[src/rtl/baud_pkg.sv]
// Purpose: Shared constants and types for the baud rate generator block
// Assumes: APB with 32-bit data, one aligned word per register
// Notes:   Byte addresses for registers are fixed here
`default_nettype none
package baud_pkg;
    localparam int          DIV_W            = 13;
    localparam int          OVS              = 16;
    localparam logic [11:0] ADDR_BAUD_HIGH   = 12'h000;
    localparam logic [11:0] ADDR_BAUD_LOW    = 12'h004;
    localparam logic [11:0] ADDR_CONTROL_TWO = 12'h008;
    localparam logic [11:0] ADDR_IRQ_STATUS  = 12'h00C;
    localparam logic [11:0] ADDR_IRQ_MASK    = 12'h010;
    localparam logic [11:0] ADDR_EVENT_SET   = 12'h014;
    localparam int          BIT_BRK_IE       = 7;
    localparam int          BIT_EDGE_IE      = 6;
    localparam int          BIT_UNUSED       = 5;
    localparam int          BIT_RX_ON        = 2;
    localparam int          BIT_TX_ON        = 3;
    localparam int          ST_BRK           = 0;
    localparam int          ST_EDGE          = 1;
    localparam int          ST_TICK          = 2;
    localparam int          ST_W             = 3;
    localparam logic [4:0]  RST_HIGH_DIV     = 5'h00;
    localparam logic [7:0]  RST_LOW_DIV      = 8'h04;
    localparam logic [3:0]  OVS_LAST         = 4'hF;

    typedef struct packed {
        logic             brk_ie;
        logic             edge_ie;
        logic [4:0]       div_high;
    } baud_high_t;

    typedef struct packed {
        logic             enable;
        logic [DIV_W-1:0] divisor;
    } gen_cfg_t;
endpackage : baud_pkg
`default_nettype wire

[src/rtl/baud_divider.sv]
// Purpose: Modulo divisor counter producing one-cycle enable pulses
// Assumes: Divisor value is stable except at commit points
// Notes:   Output pulse rate is clock over divisor value
`default_nettype none
module baud_divider #(
    parameter int W = 13
) (
    input  wire logic         pclk,
    input  wire logic         presetn,
    input  wire logic         run,
    input  wire logic [W-1:0] divisor,
    output logic              tick
);
    logic [W-1:0] cnt_r;

    always_ff @(posedge pclk or negedge presetn) begin
        if (!presetn) begin
            cnt_r <= '0;
            tick  <= 1'b0;
        end else if (!run || divisor == '0) begin
            cnt_r <= '0;
            tick  <= 1'b0;
        end else if (cnt_r >= divisor - W'(1)) begin
            cnt_r <= '0;
            tick  <= 1'b1;
        end else begin
            cnt_r <= cnt_r + W'(1);
            tick  <= 1'b0;
        end
    end
endmodule : baud_divider
`default_nettype wire

[src/rtl/oversample_div.sv]
// Purpose: Divide oversample ticks by sixteen into baud ticks
// Assumes: Input tick is a one-cycle pulse
// Notes:   Cleared whenever the generator stops
`default_nettype none
module oversample_div (
    input  wire logic pclk,
    input  wire logic presetn,
    input  wire logic run,
    input  wire logic tick_in,
    output logic      tick_out
);
    logic [3:0] phase_r;

    always_ff @(posedge pclk or negedge presetn) begin
        if (!presetn) begin
            phase_r  <= '0;
            tick_out <= 1'b0;
        end else if (!run) begin
            phase_r  <= '0;
            tick_out <= 1'b0;
        end else begin
            tick_out <= tick_in && phase_r == baud_pkg::OVS_LAST;
            if (tick_in) begin
                phase_r <= phase_r + 4'h1;
            end
        end
    end
endmodule : oversample_div
`default_nettype wire

[src/rtl/serial_baud_rate_generator.sv]
// Purpose: Baud divisor register pair with APB access and edge interrupts
// Assumes: APB master keeps a request stable until pready
// Notes:   Zero wait states; every access answers in its access cycle
`default_nettype none
// Overview of operation
// - Divisor is high five plus low eight
// - High divisor bits buffered until low write
// - Zero divisor stops the generator
// - Baud rate is clock over sixteen times divisor
// - Idle after reset until rx_on or tx_on set
// - Bit 7 gates break flag interrupt
// - Bit 6 gates edge flag interrupt
module serial_baud_rate_generator (
    input  wire logic        pclk,
    input  wire logic        presetn,
    input  wire logic        psel,
    input  wire logic        penable,
    input  wire logic        pwrite,
    input  wire logic [11:0] paddr,
    input  wire logic [31:0] pwdata,
    output logic      [31:0] prdata,
    output logic             pready,
    output logic             pslverr,
    input  wire logic        break_detect_evt,
    input  wire logic        rx_edge_evt,
    output logic             baud_tick,
    output logic             oversample_tick,
    output logic             generator_on,
    output logic             irq
);
    baud_pkg::baud_high_t        high_work_r;
    logic [4:0]                  high_buf_r;
    logic [7:0]                  low_r;
    logic                        rx_on_r;
    logic                        tx_on_r;
    logic                        started_r;
    logic [baud_pkg::ST_W-1:0]   status_r;
    logic [baud_pkg::ST_W-1:0]   mask_r;
    logic [baud_pkg::ST_W-1:0]   event_vec;
    logic [baud_pkg::ST_W-1:0]   w1c_vec;
    logic [baud_pkg::ST_W-1:0]   sw_set_vec;
    baud_pkg::gen_cfg_t          cfg;
    logic                        wr_en;
    logic                        addr_ok;
    logic [31:0]                 rd_data;
    logic                        os_tick;
    logic                        bd_tick;
    logic                        irq_nxt;

    assign wr_en = psel && penable && pwrite;

    always_comb begin
        addr_ok = 1'b1;
        rd_data = 32'h0000_0000;
        unique case (paddr)
            baud_pkg::ADDR_BAUD_HIGH: begin
                rd_data[baud_pkg::BIT_BRK_IE]  = high_work_r.brk_ie;
                rd_data[baud_pkg::BIT_EDGE_IE] = high_work_r.edge_ie;
                rd_data[4:0]                   = high_work_r.div_high;
            end
            baud_pkg::ADDR_BAUD_LOW: begin
                rd_data[7:0] = low_r;
            end
            baud_pkg::ADDR_CONTROL_TWO: begin
                rd_data[baud_pkg::BIT_RX_ON] = rx_on_r;
                rd_data[baud_pkg::BIT_TX_ON] = tx_on_r;
            end
            baud_pkg::ADDR_IRQ_STATUS: begin
                rd_data[baud_pkg::ST_W-1:0] = status_r;
            end
            baud_pkg::ADDR_IRQ_MASK: begin
                rd_data[baud_pkg::ST_W-1:0] = mask_r;
            end
            baud_pkg::ADDR_EVENT_SET: begin
                rd_data = 32'h0000_0000;
            end
            default: begin
                addr_ok = 1'b0;
            end
        endcase
    end

    always_ff @(posedge pclk or negedge presetn) begin
        if (!presetn) begin
            prdata  <= 32'h0000_0000;
            pready  <= 1'b0;
            pslverr <= 1'b0;
        end else begin
            pready  <= 1'b1;
            pslverr <= psel && !penable && !addr_ok;
            if (psel && !penable && !pwrite) begin
                prdata <= rd_data;
            end
        end
    end

    // Enables and high divisor bits
    always_ff @(posedge pclk or negedge presetn) begin
        if (!presetn) begin
            high_work_r <= '{brk_ie: 1'b0, edge_ie: 1'b0, div_high: baud_pkg::RST_HIGH_DIV};
            high_buf_r  <= baud_pkg::RST_HIGH_DIV;
        end else if (wr_en && paddr == baud_pkg::ADDR_BAUD_HIGH) begin
            high_work_r.brk_ie  <= pwdata[baud_pkg::BIT_BRK_IE];
            high_work_r.edge_ie <= pwdata[baud_pkg::BIT_EDGE_IE];
            high_buf_r          <= pwdata[4:0];
        end else if (wr_en && paddr == baud_pkg::ADDR_BAUD_LOW) begin
            high_work_r.div_high <= high_buf_r;
        end
    end

    always_ff @(posedge pclk or negedge presetn) begin
        if (!presetn) begin
            low_r <= baud_pkg::RST_LOW_DIV;
        end else if (wr_en && paddr == baud_pkg::ADDR_BAUD_LOW) begin
            low_r <= pwdata[7:0];
        end
    end

    always_ff @(posedge pclk or negedge presetn) begin
        if (!presetn) begin
            rx_on_r   <= 1'b0;
            tx_on_r   <= 1'b0;
            started_r <= 1'b0;
        end else begin
            if (wr_en && paddr == baud_pkg::ADDR_CONTROL_TWO) begin
                rx_on_r <= pwdata[baud_pkg::BIT_RX_ON];
                tx_on_r <= pwdata[baud_pkg::BIT_TX_ON];
            end
            if (rx_on_r || tx_on_r) begin
                started_r <= 1'b1;
            end
        end
    end

    assign cfg.divisor = {high_work_r.div_high, low_r};
    assign cfg.enable  = started_r && cfg.divisor != '0;

    baud_divider #(
        .W (baud_pkg::DIV_W)
    ) u_div (
        .pclk    (pclk),
        .presetn (presetn),
        .run     (cfg.enable),
        .divisor (cfg.divisor),
        .tick    (os_tick)
    );

    oversample_div u_ovs (
        .pclk     (pclk),
        .presetn  (presetn),
        .run      (cfg.enable),
        .tick_in  (os_tick),
        .tick_out (bd_tick)
    );

    assign event_vec[baud_pkg::ST_BRK]  = break_detect_evt;
    assign event_vec[baud_pkg::ST_EDGE] = rx_edge_evt;
    assign event_vec[baud_pkg::ST_TICK] = bd_tick;

    assign w1c_vec    = (wr_en && paddr == baud_pkg::ADDR_IRQ_STATUS) ? pwdata[baud_pkg::ST_W-1:0] : '0;
    assign sw_set_vec = (wr_en && paddr == baud_pkg::ADDR_EVENT_SET) ? pwdata[baud_pkg::ST_W-1:0] : '0;

    // Sticky flags, set wins over clear
    always_ff @(posedge pclk or negedge presetn) begin
        if (!presetn) begin
            status_r <= '0;
        end else begin
            status_r <= (status_r & ~w1c_vec) | event_vec | sw_set_vec;
        end
    end

    always_ff @(posedge pclk or negedge presetn) begin
        if (!presetn) begin
            mask_r <= '0;
        end else if (wr_en && paddr == baud_pkg::ADDR_IRQ_MASK) begin
            mask_r <= pwdata[baud_pkg::ST_W-1:0];
        end
    end

    always_comb begin
        irq_nxt = |(status_r & mask_r);
        // Break flag gated by bit 7
        if (high_work_r.brk_ie && status_r[baud_pkg::ST_BRK]) begin
            irq_nxt = 1'b1;
        end
        // Edge flag gated by bit 6
        if (high_work_r.edge_ie && status_r[baud_pkg::ST_EDGE]) begin
            irq_nxt = 1'b1;
        end
    end

    always_ff @(posedge pclk or negedge presetn) begin
        if (!presetn) begin
            irq             <= 1'b0;
            baud_tick       <= 1'b0;
            oversample_tick <= 1'b0;
            generator_on    <= 1'b0;
        end else begin
            irq             <= irq_nxt;
            baud_tick       <= bd_tick;
            oversample_tick <= os_tick;
            generator_on    <= cfg.enable;
        end
    end
endmodule : serial_baud_rate_generator
`default_nettype wire

[config.mk]
export PLATFORM = sky130hd
export DESIGN_NAME = serial_baud_rate_generator
export DESIGN_NICKNAME = d
export VERILOG_FILES = /design/src/rtl/baud_pkg.sv /design/src/rtl/baud_divider.sv /design/src/rtl/oversample_div.sv /design/src/rtl/serial_baud_rate_generator.sv
export SDC_FILE = /design/constraint.sdc
export NUM_CORES = 1
export LEC_CHECK = 0
export ABC_AREA = 1
export BUFFER_PORTS_ARGS = -buffer_cell sky130_fd_sc_hd__buf_2
export CAP_MARGIN = 20
export CORE_ASPECT_RATIO = 1.2
export CORE_MARGIN = 2
export CORE_UTILIZATION = 50
export DETAILED_ROUTE_END_ITERATION = 10
export PLACE_DENSITY = 0.76
export SLEW_MARGIN = 20
export SYNTH_ARGS = -nofsm -noshare
export SYNTH_HDL_FRONTEND = slang
export SYNTH_SLANG_ARGS = --single-unit
export TNS_END_PERCENT = 5
[constraint.sdc]
create_clock -name pclk -period 5.4 [get_ports pclk]
set_clock_uncertainty 0.15 [all_clocks]
set_input_delay 0.81 -clock pclk [delete_from_list [all_inputs] [get_ports pclk]]
set_output_delay 0.81 -clock pclk [all_outputs]
set_load 0.02 [all_outputs]
Word-level counts from Yosys, hierarchy flattened
Index checks and enable logic that the tools add are counted.
{ "totals": {"word_cells": 83, "regBits": 62, "inputBits": 51} }
{ "classes": {"bitwise": 6, "n_mux": 18, "addsub": 3, "reduce_logical": 27, "magnitude_cmp": 1, "eq_ne": 7} }
{ "op_table": {"columns": ["op", "n"], "rows": [
  ["13-bit two-way mux", 2],
  ["12-bit by 4-bit == test with 1-bit output (second input constant)", 2],
  ["12-bit by 5-bit == test with 1-bit output (second input constant)", 2],
  ["1-bit logical AND", 15],
  ["13-bit by 1-bit adder with 13-bit output (second input constant)", 1],
  ["13-bit >= comparator", 1],
  ["13-bit logical NOT", 1],
  ["13-bit nonzero test", 1],
  ["13-bit by 1-bit subtractor with 13-bit output (second input constant)", 1],
  ["12-bit by 3-bit == test with 1-bit output (second input constant)", 1],
  ["12-bit logical NOT", 1],
  ["4-bit two-way mux", 2],
  ["2-bit one-hot mux with 4 select lines", 1],
  ["1-bit two-way mux", 7],
  ["3-bit AND", 2],
  ["3-bit two-way mux", 2],
  ["3-bit bitwise OR", 2],
  ["6-bit OR reduction", 1],
  ["1-bit one-hot mux with 5 select lines", 1],
  ["4-bit by 1-bit adder with 4-bit output (second input constant)", 1],
  ["4-bit == test (second input constant)", 1],
  ["1-bit logical NOT", 4],
  ["2-bit one-hot mux with 2 select lines", 1],
  ["3-bit inverter", 1],
  ["7 further kinds", 8]
]} }

Depth between registers and ports, before layout
Gate-level depths: netlist (run 1).
{ "depth": {"ltp_word": 8, "mapped_depth": 15, "ltp_nobuf": 15} }

Hierarchy
From an unflattened synthesis (run 1), not the netlist that was laid out.
{ "hier_totals": {"cells_unflattened": 482, "hier_area_um2": 3844.9} }
{ "modules_own_cells": {"columns": ["mod", "n_inst", "seq_area_each_um2", "cells_per_inst", "area_each_um2"], "rows": [
  ["serial_baud_rate_generator", 1, 1077.3, 280, 2277.2],
  ["baud_divider", 1, 350.3, 177, 1348.8],
  ["oversample_div", 1, 125.1, 25, 219.0]
]} }

Worst setup path after synthesis (run 1)
Ideal clock, no wire load.
{ "synth_path": {"path_kind": "register to register", "startpoint": "register low_r[3]", "endpoint": "register u_div.cnt_r[10]", "arrival_ns": 2.143, "period_less_slack_ns": 2.413, "slack_ns": 2.987, "path_stages_with_launch": 14, "path_cell_list": "dfrtp_1 nor2_1 nand3_1 nor3_1 nand2_1 xnor2_1 inv_1 ha_1 nand2_1 nor3_1 nand2_1 nand3_1 buf_2 nor2_1"} }
{ "synth_via": {"elab_chain_cells": 5} }
{ "synth_rtl": {"columns": ["item", "line_no", "text"], "rows": [
  ["start: declaration", "serial_baud_rate_generator.sv:33", "logic [7:0] low_r;"],
  ["start signal: assignment", "serial_baud_rate_generator.sv:113", "low_r <= baud_pkg::RST_LOW_DIV;"],
  ["start signal: assignment", "serial_baud_rate_generator.sv:115", "low_r <= pwdata[7:0];"],
  ["parallel branches: the longest is 4 deep, another holds 13-bit by 1-bit subtractor with 13-bit output", null, null],
  ["13-bit two-way mux (*)", "baud_divider.sv:20", "end else if (!run || divisor == '0) begin"],
  ["end signal: assignment", "baud_divider.sv:27", "cnt_r <= cnt_r + W'(1);"],
  ["end: declaration", "baud_divider.sv:14", "logic [W-1:0] cnt_r;"]
]} }
Every way passes the cells marked *.
A chain may end at the register's enable or synchronous reset.

Worst setup path after layout (run 1)
{ "layout_path": {"startpoint": "register low_r[3]", "endpoint": "register u_div.tick"} }
{ "layout_via": {"elab_chain_cells": 5} }
{ "layout_rtl": {"columns": ["item", "line_no", "text"], "rows": [
  ["parallel branches: the longest is 4 deep, another holds 13-bit by 1-bit subtractor with 13-bit output", null, null],
  ["1-bit two-way mux (*)", "baud_divider.sv:20", null],
  ["end signal: assignment", "baud_divider.sv:19", "tick <= 1'b0;"],
  ["end signal: assignment", "baud_divider.sv:22", "tick <= 1'b0;"],
  ["end signal: assignment", "baud_divider.sv:25", "tick <= 1'b1;"],
  ["end: declaration", "baud_divider.sv:12", "output logic tick"]
]} }
Marks and branches as above.

==> flow_summary.toml, run 1 <==
[outcome]
status = "complete, no violations"

[floorplan]
die_y_um = 98.8
core_area_sq_um = 7270
die_w_um = 83.0
dieArea_sq_um = 8200
ios = 89
initial_core_util_pct = 51.5
row_count = 34

[route]
avgViaCountPerCell = 5.12
vias = 3174
avgRoutedWirePerCell_um = 12.4
drc = 0
ant_nets = 0
drtIter0Drc = 193
totalWireLength_um = 7710
dr.pass1.iters = 5

[cts]
hold_buffers = 0
clk_latency_ps = 350
ctsLongestPathBuffers = 2
path_clk_slew_ps = 70
cts_buffers = 9
cts_max_level = 3
cts_tree = "yes"
cts_root_buf = "clkbuf_8"
cts.sinks = 62
cts_setup_buffers = 0
cts_resized = 0

[logic_synthesis]
synth_top_area_share_pct = 40.8
synth_cell_type_count = 35
synthesis.area_sq_um = 3740
ys_warn_count = 0
synth.largest_area_cell = "dfrtp_1"
async_flop_share_pct = 100
synth_seq_cells = 62
ys.flop_type = "dfrtp_1"
postSynthAreaPerCell_sq_um = 7.80
syn_inst = 480
synth_edf_count = 0
ys_seq_area_share_pct = 41.5
synthTopCellsByArea = "dfrtp_1, nand2_1, nor2_1"

[grt]
grt.overflow.total = 0
first_global_vias = 2855
grt_max_degree = 63
antenna_found_initial = 0
grt_use_total_pct = 19.5
grt_pass1_wl_um = 12900

[final_layout]
final_util_pct = 56.6
drive_gt1_share_pct = 15.3
area_growth_syn_to_layout_pct = 9.89
nets = 593
num_antenna_cells = 0

[setup_path]
arrival_ps = 3000
critical_path.endpoint_type = "register"
cp-start-kind = "register"
required_ps = 5490
cp_slowest_cell = "dfrtp_1"
cp_max_fo = 14
crit_type = "reg -> reg"
path_cells = "nor2_1 > nand3_1 > nor3_1 > nand2_1 > xnor2_1 > inv_1 > ha_1 > nand2_1 > o21ai_0 > a21oi_1 > nand3_1 > nand2_1 > inv_1"
crit_buf_inv = 2
critical-path-top-cell-by-count = "nand2_1"
critPathTopFamily = "simple AND/OR/NAND/NOR gates"
worst_path_largest_cell_delay_ps = 470

[placement]
place.gp.congestion = 0.871
hpwlAfterDp_um = 5850
portBuffers = 40

[timing]
timing.final.crit_share_pct = 53.9
drv_slew = 0
slew_headroom_pct = 48.9
setup_violations = 0
rsz0062_at_grt = "no"
min_period_ps = 2910
clock.fmax_mhz = 344
hold_slack_ps = 299
final.setup.tns_ps = 0
worst_slew_pin_slew_ps = 766
hold_viol = 0

[power]
switching_share_pct = 28.9
power.internal_mw = 0.744
vdd_drop_max_v = 0.000172
leakagePower_nw = 2.24
switchingPower_mw = 0.302
seqPwrFrac_pct = 48.8
p_per_area_nw_per_um2 = 254
clkPwrFrac_pct = 38.7
comb_power_share_pct = 12.4

[worst_hold_path]
hold_class = "reg -> reg"

[job]
max_cap_violations = 0
registers in the layout (all words and copies together), names as in the netlist, 2 cells and up:
| signal | cells |
|---|---|
| low_r | 8 |
| cfg | 5 |
| u_div.cnt_r | 13 |
| high_work_r | 2 |
| prdata | 8 |
| high_buf_r | 5 |
| u_ovs.phase_r | 4 |
| status_r | 3 |
| mask_r | 3 |
Yosys cell counts (8+ instances only):
master	instances
nand4_1	10
dfrtp_1	61
ha_1	17
o21ai_0	17
nor2_1	57
nor3_1	8
nand3_1	41
buf_4	25
inv_1	47
nand2_1	131
cell type report:
type | instances | area [sq um]
Multi-Input combinational cell | 363 | 1860
Fill cell | 673 | 3160
Clock buffer | 9 | 124
Inverter | 48 | 180
Sequential cell | 62 | 1550
Clock inverter | 7 | 73.8
Tap cell | 90 | 113
Timing Repair Buffer | 41 | 208
logic make-up after synthesis:
| group | count (synthesis) | share of synthesized area [%] |
|---|---|---|
| simple gates | 270 | 32.3 |
| fa+ha+maj | 17 | 5.68 |
| mux | 1 | 0.267 |
| xor+xnor | 12 | 2.81 |
| buf+inv | 78 | 11.1 |
| flops | 62 | 41.5 |
| compound gates | 38 | 6.18 |
| other cells | 2 | 0.201 |
placed cells by master, fill, tap and decap left out, types with 2 or more instances in the layout:
master      netlist  layout
nand2_1         131     131
dfrtp_1          61      61
nor2_1           57      57
inv_1            47      47
nand3_1          41      41
buf_2             2      40
conb_1            2      25
o21ai_0          17      17
ha_1             17      17
nand4_1          10      10
clkbuf_8          1       9
nor3_1            8       8
xor2_1            7       7
a21oi_1           7       7
o21ai_2           7       7
nand3b_1          6       6
nand2_2           5       5
xnor2_1           5       5
clkinvlp_4        0       4
nor4_1            2       2
o21bai_1          2       2
a31oi_1           2       2
nor2_4            2       2
nand2_4           2       2
nor3_4            2       2
a21oi_2           2       2
worst register-to-register path: stages, from the launching register on:
cell and delay (ps):
dfrtp_1 470, nor2_1 140, nand3_1 110, nor3_1 370
nand2_1 120, xnor2_1 150, inv_1 60, ha_1 290
nand2_1 100, o21ai_0 90, a21oi_1 120, nand3_1 410
nand2_1 190, inv_1 50
through the flow:
stage               cells  total power, mW  instance area (sq um)  worst slack (ps)
floorplan             503            0.621                   3830              2990
global placement      604            0.644                   3920              2560
detailed placement    604            0.650                   3920              2490
CTS                   620             1.06                   4110              2470
global route          620             1.10                   4110              2120
finish                620             1.05                   4110              2490
layer usage:
| metal | track usage [%] | vias up | part of all wire, % |
|---|---|---|---|
| met2 | 31.6 | 88 | 49 |
| met4 | 8.70 | 0 | 2.5 |
| met5 | 0 | - | 0 |
| met3 | 4.86 | 20 | 5.7 |
| li1 | - | 1588 | - |
| met1 | 24.8 | 1478 | 43 |
power by group through the flow:
stage / Sequential, mW / Clock (mW) / Combinational (mW)
2_1_floorplan: 0.514 / 0 / 0.107
3_3_place_gp: 0.519 / 0 / 0.125
3_5_place_dp: 0.520 / 0 / 0.130
4_1_cts: 0.511 / 0.414 / 0.131
5_1_grt: 0.515 / 0.438 / 0.150
6_report: 0.511 / 0.405 / 0.130
worst paths after layout:
| path | cells after the start | to | start | slack (ps) |
|---|---|---|---|---|
| max | 13 | u_div.tick | low_r[3] | 2490 |
| min | 0 | baud_tick | u_ovs.tick_out | 300 |
| max reg2reg | 13 | u_div.tick | low_r[3] | 2490 |
| min reg2reg | 0 | baud_tick | u_ovs.tick_out | 300 |
| max in group asynchronous | 2 | prdata[4] | presetn | 4130 |
| min in group asynchronous | 2 | u_div.tick | presetn | 470 |
(Power assumes the default switching activity.)
==> run 2, diff against run 1 <==
--- a/config.mk
+++ b/config.mk
@@ -10,9 +10,9 @@
 export CAP_MARGIN = 20
 export CORE_ASPECT_RATIO = 1.2
 export CORE_MARGIN = 2
-export CORE_UTILIZATION = 50
+export CORE_UTILIZATION = 49
 export DETAILED_ROUTE_END_ITERATION = 10
-export PLACE_DENSITY = 0.76
+export PLACE_DENSITY = 0.78
 export SLEW_MARGIN = 20
 export SYNTH_ARGS = -nofsm -noshare
 export SYNTH_HDL_FRONTEND = slang
==> constraint.sdc (replaced) <==
create_clock -name pclk -period 2.39 [get_ports pclk]
set_clock_uncertainty 0.15 [all_clocks]
set_input_delay 0.3585 -clock pclk [delete_from_list [all_inputs] [get_ports pclk]]
set_output_delay 0.3585 -clock pclk [all_outputs]
set_load 0.02 [all_outputs]
==> flow_summary.toml, run 2 (synthesized netlist as in run 1, its figures left out) <==
[timing]
rsz0062_at_grt = "yes"
fin_ws_ps = 71.2
hold_viol = 0
setup_violations = 0
slew_headroom_pct = 55.0
min_period_ps = 2320
drv_slew = 0
worst_slew_pin_slew_ps = 674
timing.final.crit_share_pct = 97.0
clock.fmax_mhz = 431

[floorplan]
dieArea_sq_um = 8360
row_count = 34
die_w_um = 83.8
ios = 89
initial_core_util_pct = 51.2
core_area_sq_um = 7320
die_y_um = 99.8

[grt]
grt.overflow.total = 0
grt_pass1_wl_um = 13900
antenna_found_initial = 0
grt_use_total_pct = 20.9
grt_max_degree = 35
first_global_vias = 3141

[final_layout]
drive_gt1_share_pct = 23.7
largest-register = "u_div.cnt_r"
nets = 621
largest_register_ffs = 13
design_area_sq_um = 4460
layout_common_cells = "nand2_1, dfrtp_1, nor2_1"
reg_top3 = "u_div.cnt_r x13, low_r x8, prdata x8"
num_antenna_cells = 0
final_common_cell = "nand2_1"
area_growth_syn_to_layout_pct = 19.2

[setup_path]
cp_slowest_cell = "dfrtp_2"
critPathTopFamily = "simple AND/OR/NAND/NOR gates"
r2r_cells = 15
r2r_end = "u_div.cnt_r[8]"
critical-path-top-cell-by-count = "nand2_1"
path_cells = "inv_2 > ha_4 > nand2_4 > inv_2 > nand2_1 > xor2_1 > ha_1 > nand2_1 > nand2_1 > nand2_1 > nand2_1 > a21oi_2 > nand3_2 > buf_6 > nor2_1"
critical_path.endpoint_type = "register"
r2r_start = "low_r[1]"
cp-start-kind = "register"
worst_path_largest_cell_delay_ps = 450
crit_buf_inv = 3
required_ps = 2510
arrival_ps = 2440
cp_max_fo = 6
crit_type = "reg -> reg"
reg2reg_setup_slack_ps = 70

[worst_hold_path]
min_to = "status_r[0]"
hold_class = "in -> reg"
min_from = "break_detect_evt"
hold_depth = 2

[route]
dr.pass1.iters = 5
drc = 0
avgViaCountPerCell = 5.17
ant_nets = 0
avgRoutedWirePerCell_um = 13.0
totalWireLength_um = 8410
drtIter0Drc = 213
vias = 3347

[placement]
dpl_cell_area_sq_um = 4080
portBuffers = 40
place.gp.congestion = 0.867
hpwlAfterDp_um = 6320
dp_slack_ps = -69.2

[cts]
ctsLongestPathBuffers = 2
clk_latency_ps = 340
cts_max_level = 3
cts_root_buf = "clkbuf_8"
cts_buffers = 9
path_clk_slew_ps = 70
cts.sinks = 62
cts_tree = "yes"

[power]
leakagePower_nw = 2.41
power_mw = 2.32
p_per_area_nw_per_um2 = 520
vdd_drop_max_v = 0.000363

[job]
max_cap_violations = 0

[outcome]
status = "complete, no violations"
==> run 2: cell types whose count changed in the layout (fill, tap and decap cells not counted), sizes merged <==
cell         before  now
clkbuf            9   13
clkinvlp          4    1
clkinv            2    3
dlygate4sd3       0    1
inv              48   47
buf              41   68
bufinv            1    0
==> run 2: how the worst max path moves through the flow <==
stage / startpoint / to / cells past startpoint
2_1_floorplan: low_r[0] / u_div.cnt_r[10] / 12
3_3_place_gp: low_r[1] / u_div.cnt_r[9] / 12
3_5_place_dp: low_r[1] / u_div.cnt_r[9] / 12
4_1_cts: low_r[1] / u_div.cnt_r[1] / 14
5_1_grt: low_r[2] / u_div.cnt_r[2] / 14
6_report: low_r[1] / u_div.cnt_r[8] / 15
==> run 2: repair_timing <==
item | in CTS | in global routing
endpoints found under the hold margin | 27 | 0
resized for setup | 17 | 15
setup endpoints to repair | 13 | 14
pin swaps | 12 | 5
cloned | 0 | 0
buffers inserted | 7 | 2
hold buffers | 1 | 0
==> run 2: routing by layer <==
layer,vias up,share of wire (%),track usage [%]
li1,1645,-,-
met1,1550,41,24.2
met2,130,51,37.2
met3,22,5.3,3.90
met4,0,2.8,9.80
met5,-,0,0
==> run 2: through the flow <==
stage / hold slack [ps] / setup TNS (ps) / utilization [%] / std cells
detailed placement: 267 / -677 / 55.7 / 622
floorplan: -87.1 / 0 / - / 503
CTS: 40.5 / 0 / 60.0 / 646
global route: 55.0 / -1160 / 61.0 / 648
finish: 52.1 / 0 / 61.0 / 648
global placement: 266 / -2.83 / 55.7 / 622
==> run 2: final cells by class <==
| type | instances | area (sq um) |
|---|---|---|
| inverter | 48 | 180 |
| sequential | 62 | 1560 |
| multi-input combinational | 363 | 1980 |
| fill | 634 | 2860 |
| timing repair buffer | 69 | 444 |
| clock buffer | 13 | 169 |
| clock inverter | 3 | 17.5 |
| tap | 90 | 113 |
==> run 2: report_power, final <==
group | internal (mW) | total [mW] | switching, mW | leakage [nW]
logic | 0.113 | 0.304 | 0.191 | 1.52
clock network | 0.458 | 0.856 | 0.398 | 0.0954
registers | 1.09 | 1.16 | 0.0660 | 0.802
total | 1.66 | 2.32 | 0.655 | 2.41
==> run 2: worst register-to-register path: stages (launching register included) <==
cell     delay [ps]
dfrtp_2         450
inv_2            90
ha_4            140
nand2_4          70
inv_2            70
nand2_1          70
xor2_1          160
ha_1            330
nand2_1          70
nand2_1          40
nand2_1          50
nand2_1          70
a21oi_2         150
nand3_2         110
buf_6           150
nor2_1           90
